$ cat src/core/motion_input_map.vh
// Purpose: Constants for the pulse/direction command input block
// Assumes: 50 MHz system clock
// Notes: Register offsets are byte addresses of 32-bit words
`ifndef MOTION_INPUT_MAP_VH
`define MOTION_INPUT_MAP_VH
`define CLK_HZ 50000000
`define FILT_DEFAULT_HZ 7500000
`define FILT_DEFAULT_CYC (((`CLK_HZ / `FILT_DEFAULT_HZ) < 1) ? 1 : (`CLK_HZ / `FILT_DEFAULT_HZ))
`define REG_CTRL 8'h00
`define REG_RES 8'h04
`define REG_SMOOTH 8'h08
`define REG_FILT 8'h0C
`define REG_CURRENT 8'h10
`define REG_IDLE_DLY 8'h14
`define REG_STATUS 8'h18
`define REG_POSITION 8'h1C
`define CTRL_MODE_LSB 0
`define CTRL_FMT_LSB 1
`define CTRL_EN_FN_LSB 3
`define CTRL_OUT_FN_LSB 5
`define CTRL_RESET 32'h0000_0000
`define RES_RESET 32'h0000_C800
`define SMOOTH_RESET 32'h0000_0000
`define SMOOTH_MAX 12'h9C4
`define SMOOTH_RES_MIN 32'h0000_07D0
`define PCT_FULL 16'h0064
`define CUR_RUN_LSB 0
`define CUR_ACC_LSB 8
`define CUR_IDLE_LSB 16
`define CURRENT_RESET 32'h0032_6464
`define IDLE_DLY_RESET 32'h0007_A120
`define FMT_PULSE_DIR 2'h0
`define FMT_CW_CCW 2'h1
`define FMT_QUAD 2'h2
`define EN_FN_NONE 2'h0
`define EN_FN_ENABLE 2'h1
`define EN_FN_CLEAR 2'h2
`define OUT_FN_NONE 2'h0
`define OUT_FN_FAULT 2'h1
`define OUT_FN_BRAKE 2'h2
`define OUT_FN_TACH 2'h3
`endif

$ cat src/core/motion_input.v
// Purpose: Command-input logic of an integrated stepper drive
// Assumes: Pins are asynchronous; registers over Avalon-MM with waitrequest
// Notes: Current outputs are percent codes for the power stage
//
// Summary of operation
// - Pulse-and-direction: one pulse one step, direction from rotation sense input.
// - Speed follows the rate of filtered motion pulses.
// - Clockwise/counterclockwise format: separate pulse input for each direction.
// - Quadrature A/B follow: encoder transitions become steps and direction.
// - Resolution any multiple of 2, finest 51200 per turn.
// - Step smoothing setting up to 2500; unneeded at 2000 or more.
// - Smoothing delays executed steps slightly behind commands.
// - Digital noise filter on pulse and sense inputs, default 7.5 MHz.
// - Running current is a percentage of rated current, 100 is maximum.
// - Accel/decel current applies while speed changes.
// - After idle delay, current drops to idle setting.
// - Idle current relative to running current, default 50 percent.
// - Two command modes: pulse inputs or streaming over Ethernet.
// - Streaming: pulse input is CW limit, sense input is CCW limit.
// - Streaming: permit input becomes home switch.
// - Permit active disables motor power, inactive enables it.
// - Permit function: not used, enable, or clear latched faults.
// - Output: fault, automatic brake, or tachometer per revolution.
`timescale 1ns/100ps
`default_nettype none
`include "motion_input_map.vh"
module motion_input #(
   parameter FILT_BITS = 8,
   parameter IDLE_BITS = 32
) (
   input wire clk,
   input wire reset,
   input wire [7:0] avs_address,
   input wire avs_read,
   input wire avs_write,
   input wire [31:0] avs_writedata,
   input wire [3:0] avs_byteenable,
   output reg [31:0] avs_readdata,
   output wire avs_waitrequest,
   input wire clockwise_pulse_in,
   input wire counterclockwise_pulse_in,
   input wire permit_in,
   input wire fault_in,
   output reg step_q,
   output reg step_dir_q,
   output reg motor_enable_q,
   output reg [7:0] current_pct_q,
   output reg cw_limit_q,
   output reg ccw_limit_q,
   output reg home_q,
   output reg fault_clear_q,
   output reg prog_out_q
);
   reg [31:0] ctrl_q;
   reg [31:0] res_q;
   reg [31:0] smooth_q;
   reg [31:0] filt_q;
   reg [31:0] cur_q;
   reg [31:0] idle_dly_q;
   reg [31:0] pos_q;
   reg ack_q;

   // Pin synchronisers, first stage read only by second
   reg [2:0] sync1_q;
   reg [2:0] sync2_q;
   // One driver per bit, from each filter lane
   wire [2:0] filt_q_lvl;
   wire [2:0] raw = {permit_in, counterclockwise_pulse_in, clockwise_pulse_in};
   always @(posedge clk) begin
      if (reset) begin
         sync1_q <= 3'h0;
         sync2_q <= 3'h0;
      end else begin
         sync1_q <= raw;
         sync2_q <= sync1_q;
      end
   end
   genvar gi;
   generate
      for (gi = 0; gi < 3; gi = gi + 1) begin : g_filt
         reg [FILT_BITS-1:0] cnt_q;
         reg lvl_q;
         assign filt_q_lvl[gi] = lvl_q;
         always @(posedge clk) begin
            if (reset) begin
               cnt_q <= {FILT_BITS{1'b0}};
               lvl_q <= 1'b0;
            end else if (sync2_q[gi] == lvl_q) begin
               cnt_q <= {FILT_BITS{1'b0}};
            end else if (cnt_q >= filt_q[FILT_BITS-1:0]) begin
               cnt_q <= {FILT_BITS{1'b0}};
               lvl_q <= sync2_q[gi];
            end else begin
               cnt_q <= cnt_q + 1'b1;
            end
         end
      end
   endgenerate
   wire streaming = ctrl_q[`CTRL_MODE_LSB];
   wire [1:0] fmt = ctrl_q[`CTRL_FMT_LSB +: 2];
   wire [1:0] en_fn = ctrl_q[`CTRL_EN_FN_LSB +: 2];
   wire [1:0] out_fn = ctrl_q[`CTRL_OUT_FN_LSB +: 2];
   reg [2:0] prev_q;
   always @(posedge clk) begin
      if (reset) begin
         prev_q <= 3'h0;
      end else begin
         prev_q <= filt_q_lvl;
      end
   end
   wire a_rise = filt_q_lvl[0] & ~prev_q[0];
   wire b_rise = filt_q_lvl[1] & ~prev_q[1];
   wire a_chg = filt_q_lvl[0] ^ prev_q[0];
   wire b_chg = filt_q_lvl[1] ^ prev_q[1];
   // Step decode per format
   reg cmd_step, cmd_dir;
   always @* begin
      cmd_step = 1'b0;
      cmd_dir = 1'b0;
      if (!streaming) begin
         case (fmt)
            // pulse counts, sense taken at that edge
            `FMT_PULSE_DIR: begin
               cmd_step = a_rise;
               cmd_dir = filt_q_lvl[1];
            end
            `FMT_CW_CCW: begin
               cmd_step = a_rise ^ b_rise;
               cmd_dir = b_rise;
            end
            `FMT_QUAD: begin
               cmd_step = a_chg ^ b_chg;
               cmd_dir = a_chg ? (filt_q_lvl[0] == filt_q_lvl[1]) :
                  (filt_q_lvl[0] != filt_q_lvl[1]);
            end
            default: begin
               cmd_step = 1'b0;
               cmd_dir = 1'b0;
            end
         endcase
      end
   end
   // smoothing holds each step back by the smoothing setting, causing lag
   // Limitation: a step arriving while one is pending replaces it and restarts the delay
   reg [11:0] smooth_cnt_q;
   reg pend_q, pend_dir_q;
   wire [11:0] smooth_set = (smooth_q[11:0] > `SMOOTH_MAX) ? `SMOOTH_MAX : smooth_q[11:0];
   wire smoothing = (smooth_set != 12'h000) && (res_q < `SMOOTH_RES_MIN);
   wire issue = smoothing ? (pend_q && smooth_cnt_q == 12'h000) : cmd_step;
   wire issue_dir = smoothing ? pend_dir_q : cmd_dir;
   always @(posedge clk) begin
      if (reset) begin
         smooth_cnt_q <= 12'h000;
         pend_q <= 1'b0;
         pend_dir_q <= 1'b0;
      end else if (!smoothing) begin
         // Stale held step must not replay when smoothing returns
         pend_q <= 1'b0;
         smooth_cnt_q <= 12'h000;
      end else if (cmd_step) begin
         // delay bounded by the clamped setting
         pend_q <= 1'b1;
         pend_dir_q <= cmd_dir;
         smooth_cnt_q <= smooth_set;
      end else if (pend_q && smooth_cnt_q != 12'h000) begin
         smooth_cnt_q <= smooth_cnt_q - 12'h001;
      end else if (issue) begin
         pend_q <= 1'b0;
      end
   end
   // Step output, position and per-revolution count
   reg [31:0] rev_cnt_q;
   reg tach_q;
   always @(posedge clk) begin
      if (reset) begin
         step_q <= 1'b0;
         step_dir_q <= 1'b0;
         pos_q <= 32'h0000_0000;
         rev_cnt_q <= 32'h0000_0000;
         tach_q <= 1'b0;
      end else begin
         step_q <= issue & motor_enable_q;
         tach_q <= 1'b0;
         if (issue & motor_enable_q) begin
            step_dir_q <= issue_dir;
            pos_q <= issue_dir ? pos_q - 32'h0000_0001 : pos_q + 32'h0000_0001;
            if (rev_cnt_q + 32'h0000_0001 >= res_q) begin
               rev_cnt_q <= 32'h0000_0000;
               tach_q <= 1'b1;
            end else begin
               rev_cnt_q <= rev_cnt_q + 32'h0000_0001;
            end
         end
      end
   end
   // speed tracked as period between pulses; change flags accel
   reg [23:0] period_cnt_q, last_period_q;
   reg accel_q;
   always @(posedge clk) begin
      if (reset) begin
         period_cnt_q <= 24'h00_0000;
         last_period_q <= 24'h00_0000;
         accel_q <= 1'b0;
      end else if (issue) begin
         period_cnt_q <= 24'h00_0000;
         last_period_q <= period_cnt_q;
         // a rate change of more than 1/8 counts as accel/decel
         accel_q <= (period_cnt_q > last_period_q + (last_period_q >> 3)) ||
            (period_cnt_q + (period_cnt_q >> 3) < last_period_q);
      end else if (period_cnt_q != 24'hFF_FFFF) begin
         period_cnt_q <= period_cnt_q + 24'h00_0001;
      end
   end
   // idle timer restarts on every issued step
   reg [IDLE_BITS-1:0] idle_cnt_q;
   reg idle_q;
   always @(posedge clk) begin
      if (reset) begin
         idle_cnt_q <= {IDLE_BITS{1'b0}};
         idle_q <= 1'b0;
      end else if (issue) begin
         idle_cnt_q <= {IDLE_BITS{1'b0}};
         idle_q <= 1'b0;
      end else if (idle_cnt_q >= idle_dly_q[IDLE_BITS-1:0]) begin
         idle_q <= 1'b1;
      end else begin
         idle_cnt_q <= idle_cnt_q + 1'b1;
      end
   end
   // percent of rated; idle relative to running
   wire [7:0] run_pct = cur_q[`CUR_RUN_LSB +: 8];
   wire [7:0] acc_pct = cur_q[`CUR_ACC_LSB +: 8];
   wire [7:0] idle_rel = cur_q[`CUR_IDLE_LSB +: 8];
   wire [15:0] idle_prod = {8'h00, run_pct} * {8'h00, idle_rel};
   wire [15:0] idle_quot = idle_prod / `PCT_FULL;
   wire [7:0] idle_pct = idle_quot[7:0];

   reg fault_latch_q;
   wire permit = filt_q_lvl[2];
   always @(posedge clk) begin
      if (reset) begin
         motor_enable_q <= 1'b0;
         current_pct_q <= 8'h00;
         cw_limit_q <= 1'b0;
         ccw_limit_q <= 1'b0;
         home_q <= 1'b0;
         fault_clear_q <= 1'b0;
         fault_latch_q <= 1'b0;
         prog_out_q <= 1'b0;
      end else begin
         cw_limit_q <= streaming & filt_q_lvl[0];
         ccw_limit_q <= streaming & filt_q_lvl[1];
         home_q <= streaming & permit;
         fault_clear_q <= !streaming && en_fn == `EN_FN_CLEAR && permit;
         // Set wins over clear
         if (fault_in) begin
            fault_latch_q <= 1'b1;
         end else if (!streaming && en_fn == `EN_FN_CLEAR && permit) begin
            fault_latch_q <= 1'b0;
         end
         motor_enable_q <= !fault_latch_q &&
            !(!streaming && en_fn == `EN_FN_ENABLE && permit);
         if (!motor_enable_q) begin
            current_pct_q <= 8'h00;
         end else if (idle_q) begin
            current_pct_q <= idle_pct;
         end else if (accel_q) begin
            current_pct_q <= acc_pct;
         end else begin
            current_pct_q <= run_pct;
         end
         case (out_fn)
            `OUT_FN_FAULT: prog_out_q <= fault_latch_q;
            `OUT_FN_BRAKE: prog_out_q <= motor_enable_q;
            `OUT_FN_TACH: prog_out_q <= tach_q;
            default: prog_out_q <= 1'b0;
         endcase
      end
   end
   // Avalon slave: one wait cycle per access
   assign avs_waitrequest = (avs_read | avs_write) & ~ack_q;
   wire [31:0] wmask = {{8{avs_byteenable[3]}}, {8{avs_byteenable[2]}},
      {8{avs_byteenable[1]}}, {8{avs_byteenable[0]}}};
   // Write commits at the edge that ends the wait
   wire wr = avs_write & ack_q;
   wire [31:0] smooth_wr = (smooth_q & ~wmask) | (avs_writedata & wmask);

   always @(posedge clk) begin
      if (reset) begin
         ack_q <= 1'b0;
         avs_readdata <= 32'h0000_0000;
         ctrl_q <= `CTRL_RESET;
         res_q <= `RES_RESET;
         smooth_q <= `SMOOTH_RESET;
         filt_q <= `FILT_DEFAULT_CYC;
         cur_q <= `CURRENT_RESET;
         idle_dly_q <= `IDLE_DLY_RESET;
      end else begin
         ack_q <= (avs_read | avs_write) & ~ack_q;
         if (wr) begin
            case (avs_address)
               `REG_CTRL: ctrl_q <= (ctrl_q & ~wmask) | (avs_writedata & wmask);
               // odd resolution rounded down to even
               `REG_RES: res_q <= ((res_q & ~wmask) | (avs_writedata & wmask)) &
                  32'hFFFF_FFFE;
               // setting never held above its maximum
               `REG_SMOOTH: smooth_q <= (smooth_wr > {20'h0_0000, `SMOOTH_MAX}) ?
                  {20'h0_0000, `SMOOTH_MAX} : smooth_wr;
               `REG_FILT: filt_q <= (filt_q & ~wmask) | (avs_writedata & wmask);
               `REG_CURRENT: cur_q <= (cur_q & ~wmask) | (avs_writedata & wmask);
               `REG_IDLE_DLY: idle_dly_q <= (idle_dly_q & ~wmask) | (avs_writedata & wmask);
               default: ;
            endcase
         end
         if (avs_read & ~ack_q) begin
            case (avs_address)
               `REG_CTRL: avs_readdata <= ctrl_q;
               `REG_RES: avs_readdata <= res_q;
               `REG_SMOOTH: avs_readdata <= smooth_q;
               `REG_FILT: avs_readdata <= filt_q;
               `REG_CURRENT: avs_readdata <= cur_q;
               `REG_IDLE_DLY: avs_readdata <= idle_dly_q;
               `REG_STATUS: avs_readdata <= {20'h0_0000, current_pct_q, idle_q,
                  fault_latch_q, motor_enable_q, step_dir_q};
               `REG_POSITION: avs_readdata <= pos_q;
               default: avs_readdata <= 32'h0000_0000;
            endcase
         end
      end
   end
endmodule
`default_nettype wire

$ cat config.mk
export PLATFORM = sky130hd
export DESIGN_NAME = motion_input
export DESIGN_NICKNAME = d
export VERILOG_FILES = /design/src/core/motion_input.v
export VERILOG_INCLUDE_DIRS = /design/src /design/src/core
export SDC_FILE = /design/constraint.sdc
export NUM_CORES = 1
export LEC_CHECK = 0
export BUFFER_PORTS_ARGS = -buffer_cell sky130_fd_sc_hd__buf_4
export CAP_MARGIN = 40
export CORE_ASPECT_RATIO = 1.5
export CORE_MARGIN = 2
export CORE_UTILIZATION = 45
export DETAILED_ROUTE_END_ITERATION = 10
export MAX_ROUTING_LAYER = met4
export SYNTH_ARGS = -nofsm -noshare
export SYNTH_HDL_FRONTEND = slang
export SYNTH_SLANG_ARGS = --single-unit
$ cat constraint.sdc
create_clock -name clk -period 13 [get_ports clk]
set_clock_uncertainty 0.2 [all_clocks]
set_input_delay 1.3 -clock clk [delete_from_list [all_inputs] [get_ports clk]]
set_output_delay 1.3 -clock clk [all_outputs]
set_load 0.01 [all_outputs]
* Yosys cells after proc, flatten, opt, wreduce, memory -nomap -nowiden
Index checks and enable logic that the tools add are counted.
Word-level totals: bits of input ports 52, output and inout port bits 49, logic and storage cells 180, register bits after elaboration 437
Operators by class: add/subtract/negate cells 11, bitwise logic cells 37, multiply operators 1, $lt $le $gt $ge 10, multiplexer cells 23, reduce and logical (&&, ||, !) cells 38, eq/ne operators 21, div/mod/pow operators 1
Operators with widths (number):
- one-hot mux 32 bit (8 select lines) | 1
- bitwise AND 32 bit | 7
- bitwise OR 32 bit | 6
- adder 32 x 1 -> 32 bit, second input constant | 3
- 2-to-1 mux 32 bit | 3
- >= comparator 32 bit | 2
- adder 24 x 21 -> 24 bit | 2
- 2-to-1 mux 12 bit | 3
- == test 8 x 5 -> 1 bit, second input constant | 4
- greater-than comparator 32 x 12 -> 1 bit, second input constant | 1
- < comparator 32 x 11 -> 1 bit, second input constant | 1
- inverter 32 bit | 1
- subtractor 32 x 1 -> 32 bit, second input constant | 1
- adder 24 x 1 -> 24 bit, second input constant | 1
- adder 8 x 1 -> 8 bit, second input constant | 3
- >= comparator 8 bit | 3
- greater-than comparator 24 bit | 1
- < comparator 24 bit | 1
- inequality test 24 bit, second input constant | 1
- nonzero test 12 bit | 2
- AND reduction 2 bit | 11
- divider 16 x 7 -> 16 bit, second input constant | 1
- == test 8 x 4 -> 1 bit, second input constant | 2
- multiplier 8 x 8 -> 16 bit | 1
- 24 further kinds | 80

* Depth between registers and ports, before layout
Gate-level depths: netlist of the first run.
depth after elaboration 9, gate-level depth with buffers 39

* Least setup slack after synthesis of the first run
Ideal clock, no wire load.
kind flip-flop to flip-flop, from register (tool-made name), to register current_pct_q[0], path slack 3.569 ns, path buffers 2, data arrival time 9.145 ns, stages on the path, launching flop included 37, path through dfxtp_1 > clkbuf_1 > and2_1 > fa_1 > fa_1 > fa_1 > inv_1 > fa_1 > inv_1 > ha_1 > buf_6 > a2111oi_4 > o21ai_2 > nand4_2 > nand3_2 > a2111oi_1 > a2111o_1 > o211ai_2 > a311o_4 > mux2_4 > nor3_4 > mux2i_2 > nand3_1 > a21oi_2 > xor2_1 > o31ai_1 > a31oi_4 > inv_2 > a31oi_2 > a32oi_2 > a21oi_4 > mux2_4 > o211ai_2 > o211ai_2 > a2111oi_0 > o31ai_1 > a221oi_2
RTL lines:
- to (signal assigned) | line motion_input.v:266 | current_pct_q <= idle_pct;
- to (signal assigned) | line motion_input.v:268 | current_pct_q <= acc_pct;
- to (signal assigned) | line motion_input.v:270 | current_pct_q <= run_pct;
- to (decl) | line motion_input.v:47 | output reg [7:0] current_pct_q,

==> results.md, run 1 <==
* Status: finished clean
* Total track usage at 0.276
* Worst reg2reg path depth at 34
* CP required at 13300 ps
* Die Ht at 313 microns
* Hold endpoint: sync2_q[0]
* Final ANT Viol Nets at 0
* Most common cell in the synthesized netlist: nand2_1
* Synth top area share at 0.306
* Fin. Hold Viols at 0
* Cell variety after synth at 109
* Crit path top cell by count: fa_1
* Main combinational cell family by area after synthesis: simple AND/OR/NAND/NOR gates
* # H-tree levels at 2
* Post-DP HPWL at 66200 microns
* Num rows at 113
* Mapped Avg Cell Area at 7.95 sq um
* Floorplan core area at 63100 sq um
* Multi-input gate area at 18500 sq um
* Multiplexer area fraction after synthesis at 0.0105
* Detailed-router iteration count before antenna repair at 10
* Hold depth at 1
* Reg-to-reg critical path endpoint: current_pct_q[0]
* Hold Crit Start: sync1_q[0]
* Clk sinks at 437
* Average wire per standard cell at 19.9 microns
* Area growth syn-to-layout at 11.5%
* Post-synth EDFFs at 0
* Dpl cells at 4386
* Root Driver: clkbuf_16
* Mapped Area at 28600 sq um
* Final Wtd Congestion at 0.942
* CTS buffer count at 48
* Routed via count at 25900
* Post-CTS setup buffer count at 0
* Largest fanout on the critical path at 11
* Post-synth top cells: nand2_1, dfxtp_1, a21oi_1
* Share of cells above drive strength 1 at 0.0815
* Number of global-route vias before repair at 24800
* Slew Limit Fails at 0
* Yosys warns at 0
* Tcrit/Tclk final at 0.820
* Power Density at 93.5 nW/um^2
* Synth area leader: dfxtp_1
* Worst hold path type: register to register
* CTS Hold Bufs at 0
* Clk Latency, worst-skew pair at 610 ps
* Maximum capacitance violations at 0
* Chip Width at 210 microns
* Synth Area in Simple Gates at 0.223
* Register area at 8750 sq um
* RSZ-0062 raised after global routing: no
* Clock slew at reported path FFs at 60 ps
* Post-Layout Cell Count at 4479
* Initial core utilization at 0.453
* Final Critical Period at 10650 ps
* Ys flop type: dfxtp_1
* Yosys reg bits at 437
* IO Pins at 101
* Synth Area in Compound Gates at 0.208
* Setup_tns at 0 ps
* Total gr overflow at 0
* DR DRC count at 0
* First-pass GRT wire length at 139000 microns
* WP data arrival at 10960 ps
* Crit. End Element: register
* Register area share after synthesis at 0.306
* Final setup fails at 0
* Drt via density at 5.78
* Setup CP Type: register to register
* Post-Synth XOR/XNOR Area at 0.0656
* Filler cells at 6214
* Number of cells upsized or downsized after cts at 0
* Max Clk Rate at 93.9 MHz
* Routed Wire Length at 89100 microns
* Mapped Cells at 3593
* Syn Nets at 3935
* Max-Slew Margin vs Limit at 0.282
* Post-Synth Adder-Cell Area at 0.138
* Final net count at 3973
* Reg2Reg Setup Slack at 2350 ps
* Full die area at 65500 sq um
* Slew @ Worst Pin at 1080 ps
* CTS tree: done
* CP max stage delay at 740 ps
* Critical-path top delay cell: a22oi_1
* Synth top area cells: dfxtp_1, ha_1, a21oi_1
* Antenna violations before repair at 6
* Critical Path Source Type: register
* Max VDD drop at 0.0906 mV
* Clock Path Buffers at 3
* Initial DRC Count at 1790
* Pin count of the biggest net entering global routing at 193
* PortBufs at 100
* Post-synth ARST share at 0
* LEAKAGE at 12.6 nW
==> cells in the final DEF (no fill, tap or decap), types with 7 or more instances in the layout <==
cell type,count
nand2_1,481
dfxtp_1,437
a21oi_1,402
nor2_1,320
ha_1,251
inv_1,220
buf_4,125
o21ai_0,120
xnor2_1,108
nand3_1,92
a22oi_1,92
xor2_1,89
and3_1,88
and2_1,66
nor3_1,52
nor2b_1,50
clkbuf_16,49
nand2b_1,40
fa_1,39
a21o_1,38
nand4_1,33
o21bai_1,31
nand3b_1,28
a31oi_1,27
a211oi_1,26
nor4_1,25
o211ai_1,23
or3_1,18
a221oi_1,18
mux2i_1,17
a222oi_1,15
a41oi_1,12
clkinv_2,10
a22o_1,9
and4_1,8
o31ai_1,8
o21a_1,8
clkbuf_1,8
clkbuf_8,7
bufinv_16,7
==> cells by family after synthesis <==
logic type / count (synthesis)
AND/OR/NAND/NOR: 1346
AO/OA/AOI/OAI: 919
flip-flops: 437
buffers and inverters: 368
adder cells (fa/ha/maj): 291
XOR/XNOR: 205
multiplexers: 27
==> metal layers <==
metal,track usage,share of wire,wire (microns)
met4,0.118,0.045,3970
met1,0.323,0.41,36300
met5,-,0,0
met3,0.0355,0.060,5340
met2,0.473,0.49,43500
==> power breakdown <==
part	total, mW	leakage [nW]	switching, mW	internal [mW]
logic	0.146	8.27	0.0960	0.0500
clock network	1.48	0.830	0.606	0.876
registers	1.35	3.52	0.00800	1.34
total	2.98	12.6	0.710	2.27
==> metrics by stage <==
stage           util  power (mW)  hold slack [ps]  worst slack [ps]  cell area (sq um)
2_1_floorplan      -        1.46              214              3570              28600
3_3_place_gp   0.476        1.52              234              2620              30000
3_5_place_dp   0.478        1.52              223              2520              30100
4_1_cts        0.505        3.01              240              2460              31800
5_1_grt        0.505        3.06              263              1780              31800
6_report       0.505        2.98              236              2350              31800
==> critical path: cells and delay by family, from the launching register on <==
kind	cells	cell delay (ps)
AO/OA/AOI/OAI	18	5260
adder cells (fa/ha/maj)	5	2460
AND/OR/NAND/NOR	5	720
multiplexers	2	680
flip-flops	1	560
XOR/XNOR	1	480
buffers and inverters	3	150
==> how the worst max path moves through the flow <==
stage / depth (start not counted) / startpoint / endpoint
global route: 34 / register / current_pct_q[0]
floorplan: 36 / register / current_pct_q[0]
detailed placement: 34 / register / current_pct_q[0]
finish: 34 / register / current_pct_q[0]
global placement: 34 / register / current_pct_q[0]
CTS: 34 / register / current_pct_q[0]
==> area by class of cell <==
class                      count  share of cell area
clock buffer                  64              0.0425
multi-input combinational   2788               0.580
tap                          805              0.0316
sequential                   437               0.275
antenna                        6            0.000471
clock inverter                23              0.0105
timing repair buffer         134              0.0338
inverter                     222              0.0262
Note: power is estimated with default switching activity, not from simulation.
==> inputs of run 2 (changes only) <==
==> constraint.sdc (replaced) <==
create_clock -name clk -period 8.55 [get_ports clk]
set_clock_uncertainty 0.2 [all_clocks]
set_input_delay 0.855 -clock clk [delete_from_list [all_inputs] [get_ports clk]]
set_output_delay 0.855 -clock clk [all_outputs]
set_load 0.01 [all_outputs]
==> run 2 against run 1 <==
Net effect: the run now ends with setup timing left; wire length is 0.86% higher; via count is 3.0% higher; core utilization is 3.1 points higher; clock power is 47% higher; combinational power is 88% higher; final cell count is 4.2% higher; die area stayed put; register-to-register slack worse by 2800 ps; clock-buffer cell count is 3 lower; hold slack better by 14 ps; non-clock buffer count is 192 higher; critical path type unchanged; largest cell class unchanged; largest power group unchanged.
==> results.md, run 2 (same netlist as run 1, synthesis figures left out) <==
* Worst reg2reg path depth at 38
* Area growth syn-to-layout at 18.4%
* DR DRC count at 0
* Crit. End Element: register
* Cell family with most CP delay: compound AO/OA/AOI/OAI gates
* Flop pwr share at 0.456
* Slew Limit Fails at 0
* Power Internal at 3.44 mW
* Full die area at 65500 sq um
* CTS buffer count at 47
* Root Driver: clkbuf_16
* Setup WS post-layout at -496 ps
* Max Clk Rate at 111 MHz
* Fin. Hold Viols at 0
* Routed via count at 26700
* # H-tree levels at 2
* Hold depth at 2
* Failing checks: setup timing
* CTS tree: done
* Largest fanout on the critical path at 7
* Critical Path Source Type: register
* Crit path top cell by count: fa_1
* Clk pwr share at 0.483
* CP max stage delay at 550 ps
* Total track usage at 0.278
* Max-Slew Margin vs Limit at 0.399
* Total gr overflow at 0
* Die Ht at 313 microns
* First-pass GRT wire length at 142000 microns
* Detailed-router iteration count before antenna repair at 9
* Share of cells above drive strength 1 at 0.147
* Final net count at 4164
* IO Pins at 101
* Drt via density at 5.72
* Final Critical Period at 9050 ps
* Clk Latency, worst-skew pair at 600 ps
* Setup CP Type: register to register
* Floorplan core area at 63100 sq um
* Routed Wire Length at 89800 microns
* Setup_tns at -960 ps
* Chip Width at 210 microns
* Final instance area at 33800 sq um
* Max VDD drop at 0.138 mV
* Slew @ Worst Pin at 895 ps
* Initial DRC Count at 1849
* LEAKAGE at 13.6 nW
* Critical-path top delay cell: fa_1
* Number of global-route vias before repair at 25900
* Post-DP HPWL at 66400 microns
* Commonest non-fill, non-tap cells in the layout: nand2_1, dfxtp_1, a21oi_1
* Clock Path Buffers at 3
* Final Wtd Congestion at 0.920
* PortBufs at 100
* RSZ-0062 raised after global routing: yes
* CP bufs+invs at 6
* Maximum capacitance violations at 0
* Switching power at 1.06 mW
* Clk sinks at 437
* CTS Hold Bufs at 0
* Antenna violations before repair at 2
* Final setup fails at 2
* Power Density at 133 nW/um^2
* Switching share of power at 0.236
* Reg2Reg Setup Slack at -500 ps
* Status: complete, but fails checks
* WP data arrival at 9350 ps
* Pin count of the biggest net entering global routing at 80
* Worst hold path type: register to register
* Tcrit/Tclk final at 1.06
* Num rows at 113
* Placed Area at 31500 sq um
* Combinational fraction of design power at 0.061
* Average wire per standard cell at 19.3 microns
* Initial core utilization at 0.453
* Commonest non-fill, non-tap cell in the layout: nand2_1
* Final ANT Viol Nets at 0
* CP required at 8850 ps
* Clock slew at reported path FFs at 60 ps
* Reg-to-reg critical path endpoint: current_pct_q[0]
-- run 2: per-stage QoR --
stage / instances / power (mW) / util / setup slack (ps) / hold WS, ps
finish: 4666 / 4.50 / 0.536 / -496 / 250
global route: 4665 / 4.63 / 0.536 / -918 / 253
CTS: 4652 / 4.52 / 0.532 / -423 / 235
detailed placement: 4552 / 2.34 / 0.499 / -735 / 239
global placement: 4548 / 2.34 / 0.498 / -645 / 229
floorplan: 3593 / 2.23 / - / -352 / 214
-- run 2: power groups by stage --
stage	sequential (mW)	combinational, mW	clock, mW
2_1_floorplan	2.09	0.135	0
3_3_place_gp	2.10	0.243	0
3_5_place_dp	2.10	0.244	0
4_1_cts	2.05	0.253	2.21
5_1_grt	2.05	0.294	2.28
6_report	2.05	0.274	2.17
-- run 2: timing repair --
action | CTS | global route
buffers inserted | 16 | 12
endpoints found under the setup margin | 3 | 3
gates resized for setup | 67 | 40
pin swaps | 32 | 25
-- run 2: metal layers --
| metal | part of all wire | global-route usage | vias up | wire length, microns |
|---|---|---|---|---|
| met3 | 0.055 | 0.0364 | 260 | 4960 |
| li1 | - | - | 13100 | - |
| met2 | 0.49 | 0.477 | 800 | 43800 |
| met5 | 0 | - | - | 0 |
| met1 | 0.41 | 0.325 | 12500 | 36700 |
| met4 | 0.049 | 0.120 | 0 | 4400 |
-- run 2: worst max path at each step --
stage / from / endpoint / slack, ps / depth (start not counted)
final: register / current_pct_q[0] / -500 / 38
after global routing: register / current_pct_q[0] / -920 / 38
after CTS: register / current_pct_q[0] / -420 / 37
after detailed placement: register / current_pct_q[0] / -740 / 35
after global placement: register / current_pct_q[0] / -640 / 35
after floorplan: register / current_pct_q[0] / -350 / 35
-- run 2: area by class of cell --
cell class                      count  area (sq um)
Tap cell                          805          1010
Antenna cell                        2          5.00
Sequential cell                   437          8760
Multi-Input combinational cell   2788         19100
Fill cell                        6028         29200
Timing Repair Buffer              326          2520
Clock buffer                       61          1300
Clock inverter                     25           318
Inverter                          222           833
-- run 2: worst register-to-register path, delay by kind of cell, from the launching register on --
family                     cells  cell delay (ps)
adders and majority gates      5             2230
DFF                            1              360
xor gates and xnor gates       1              140
muxes                          3              800
buffers and inverters          6              640
AOI/OAI and AO/OA             15             3060
and+or+nand+nor                8             1530
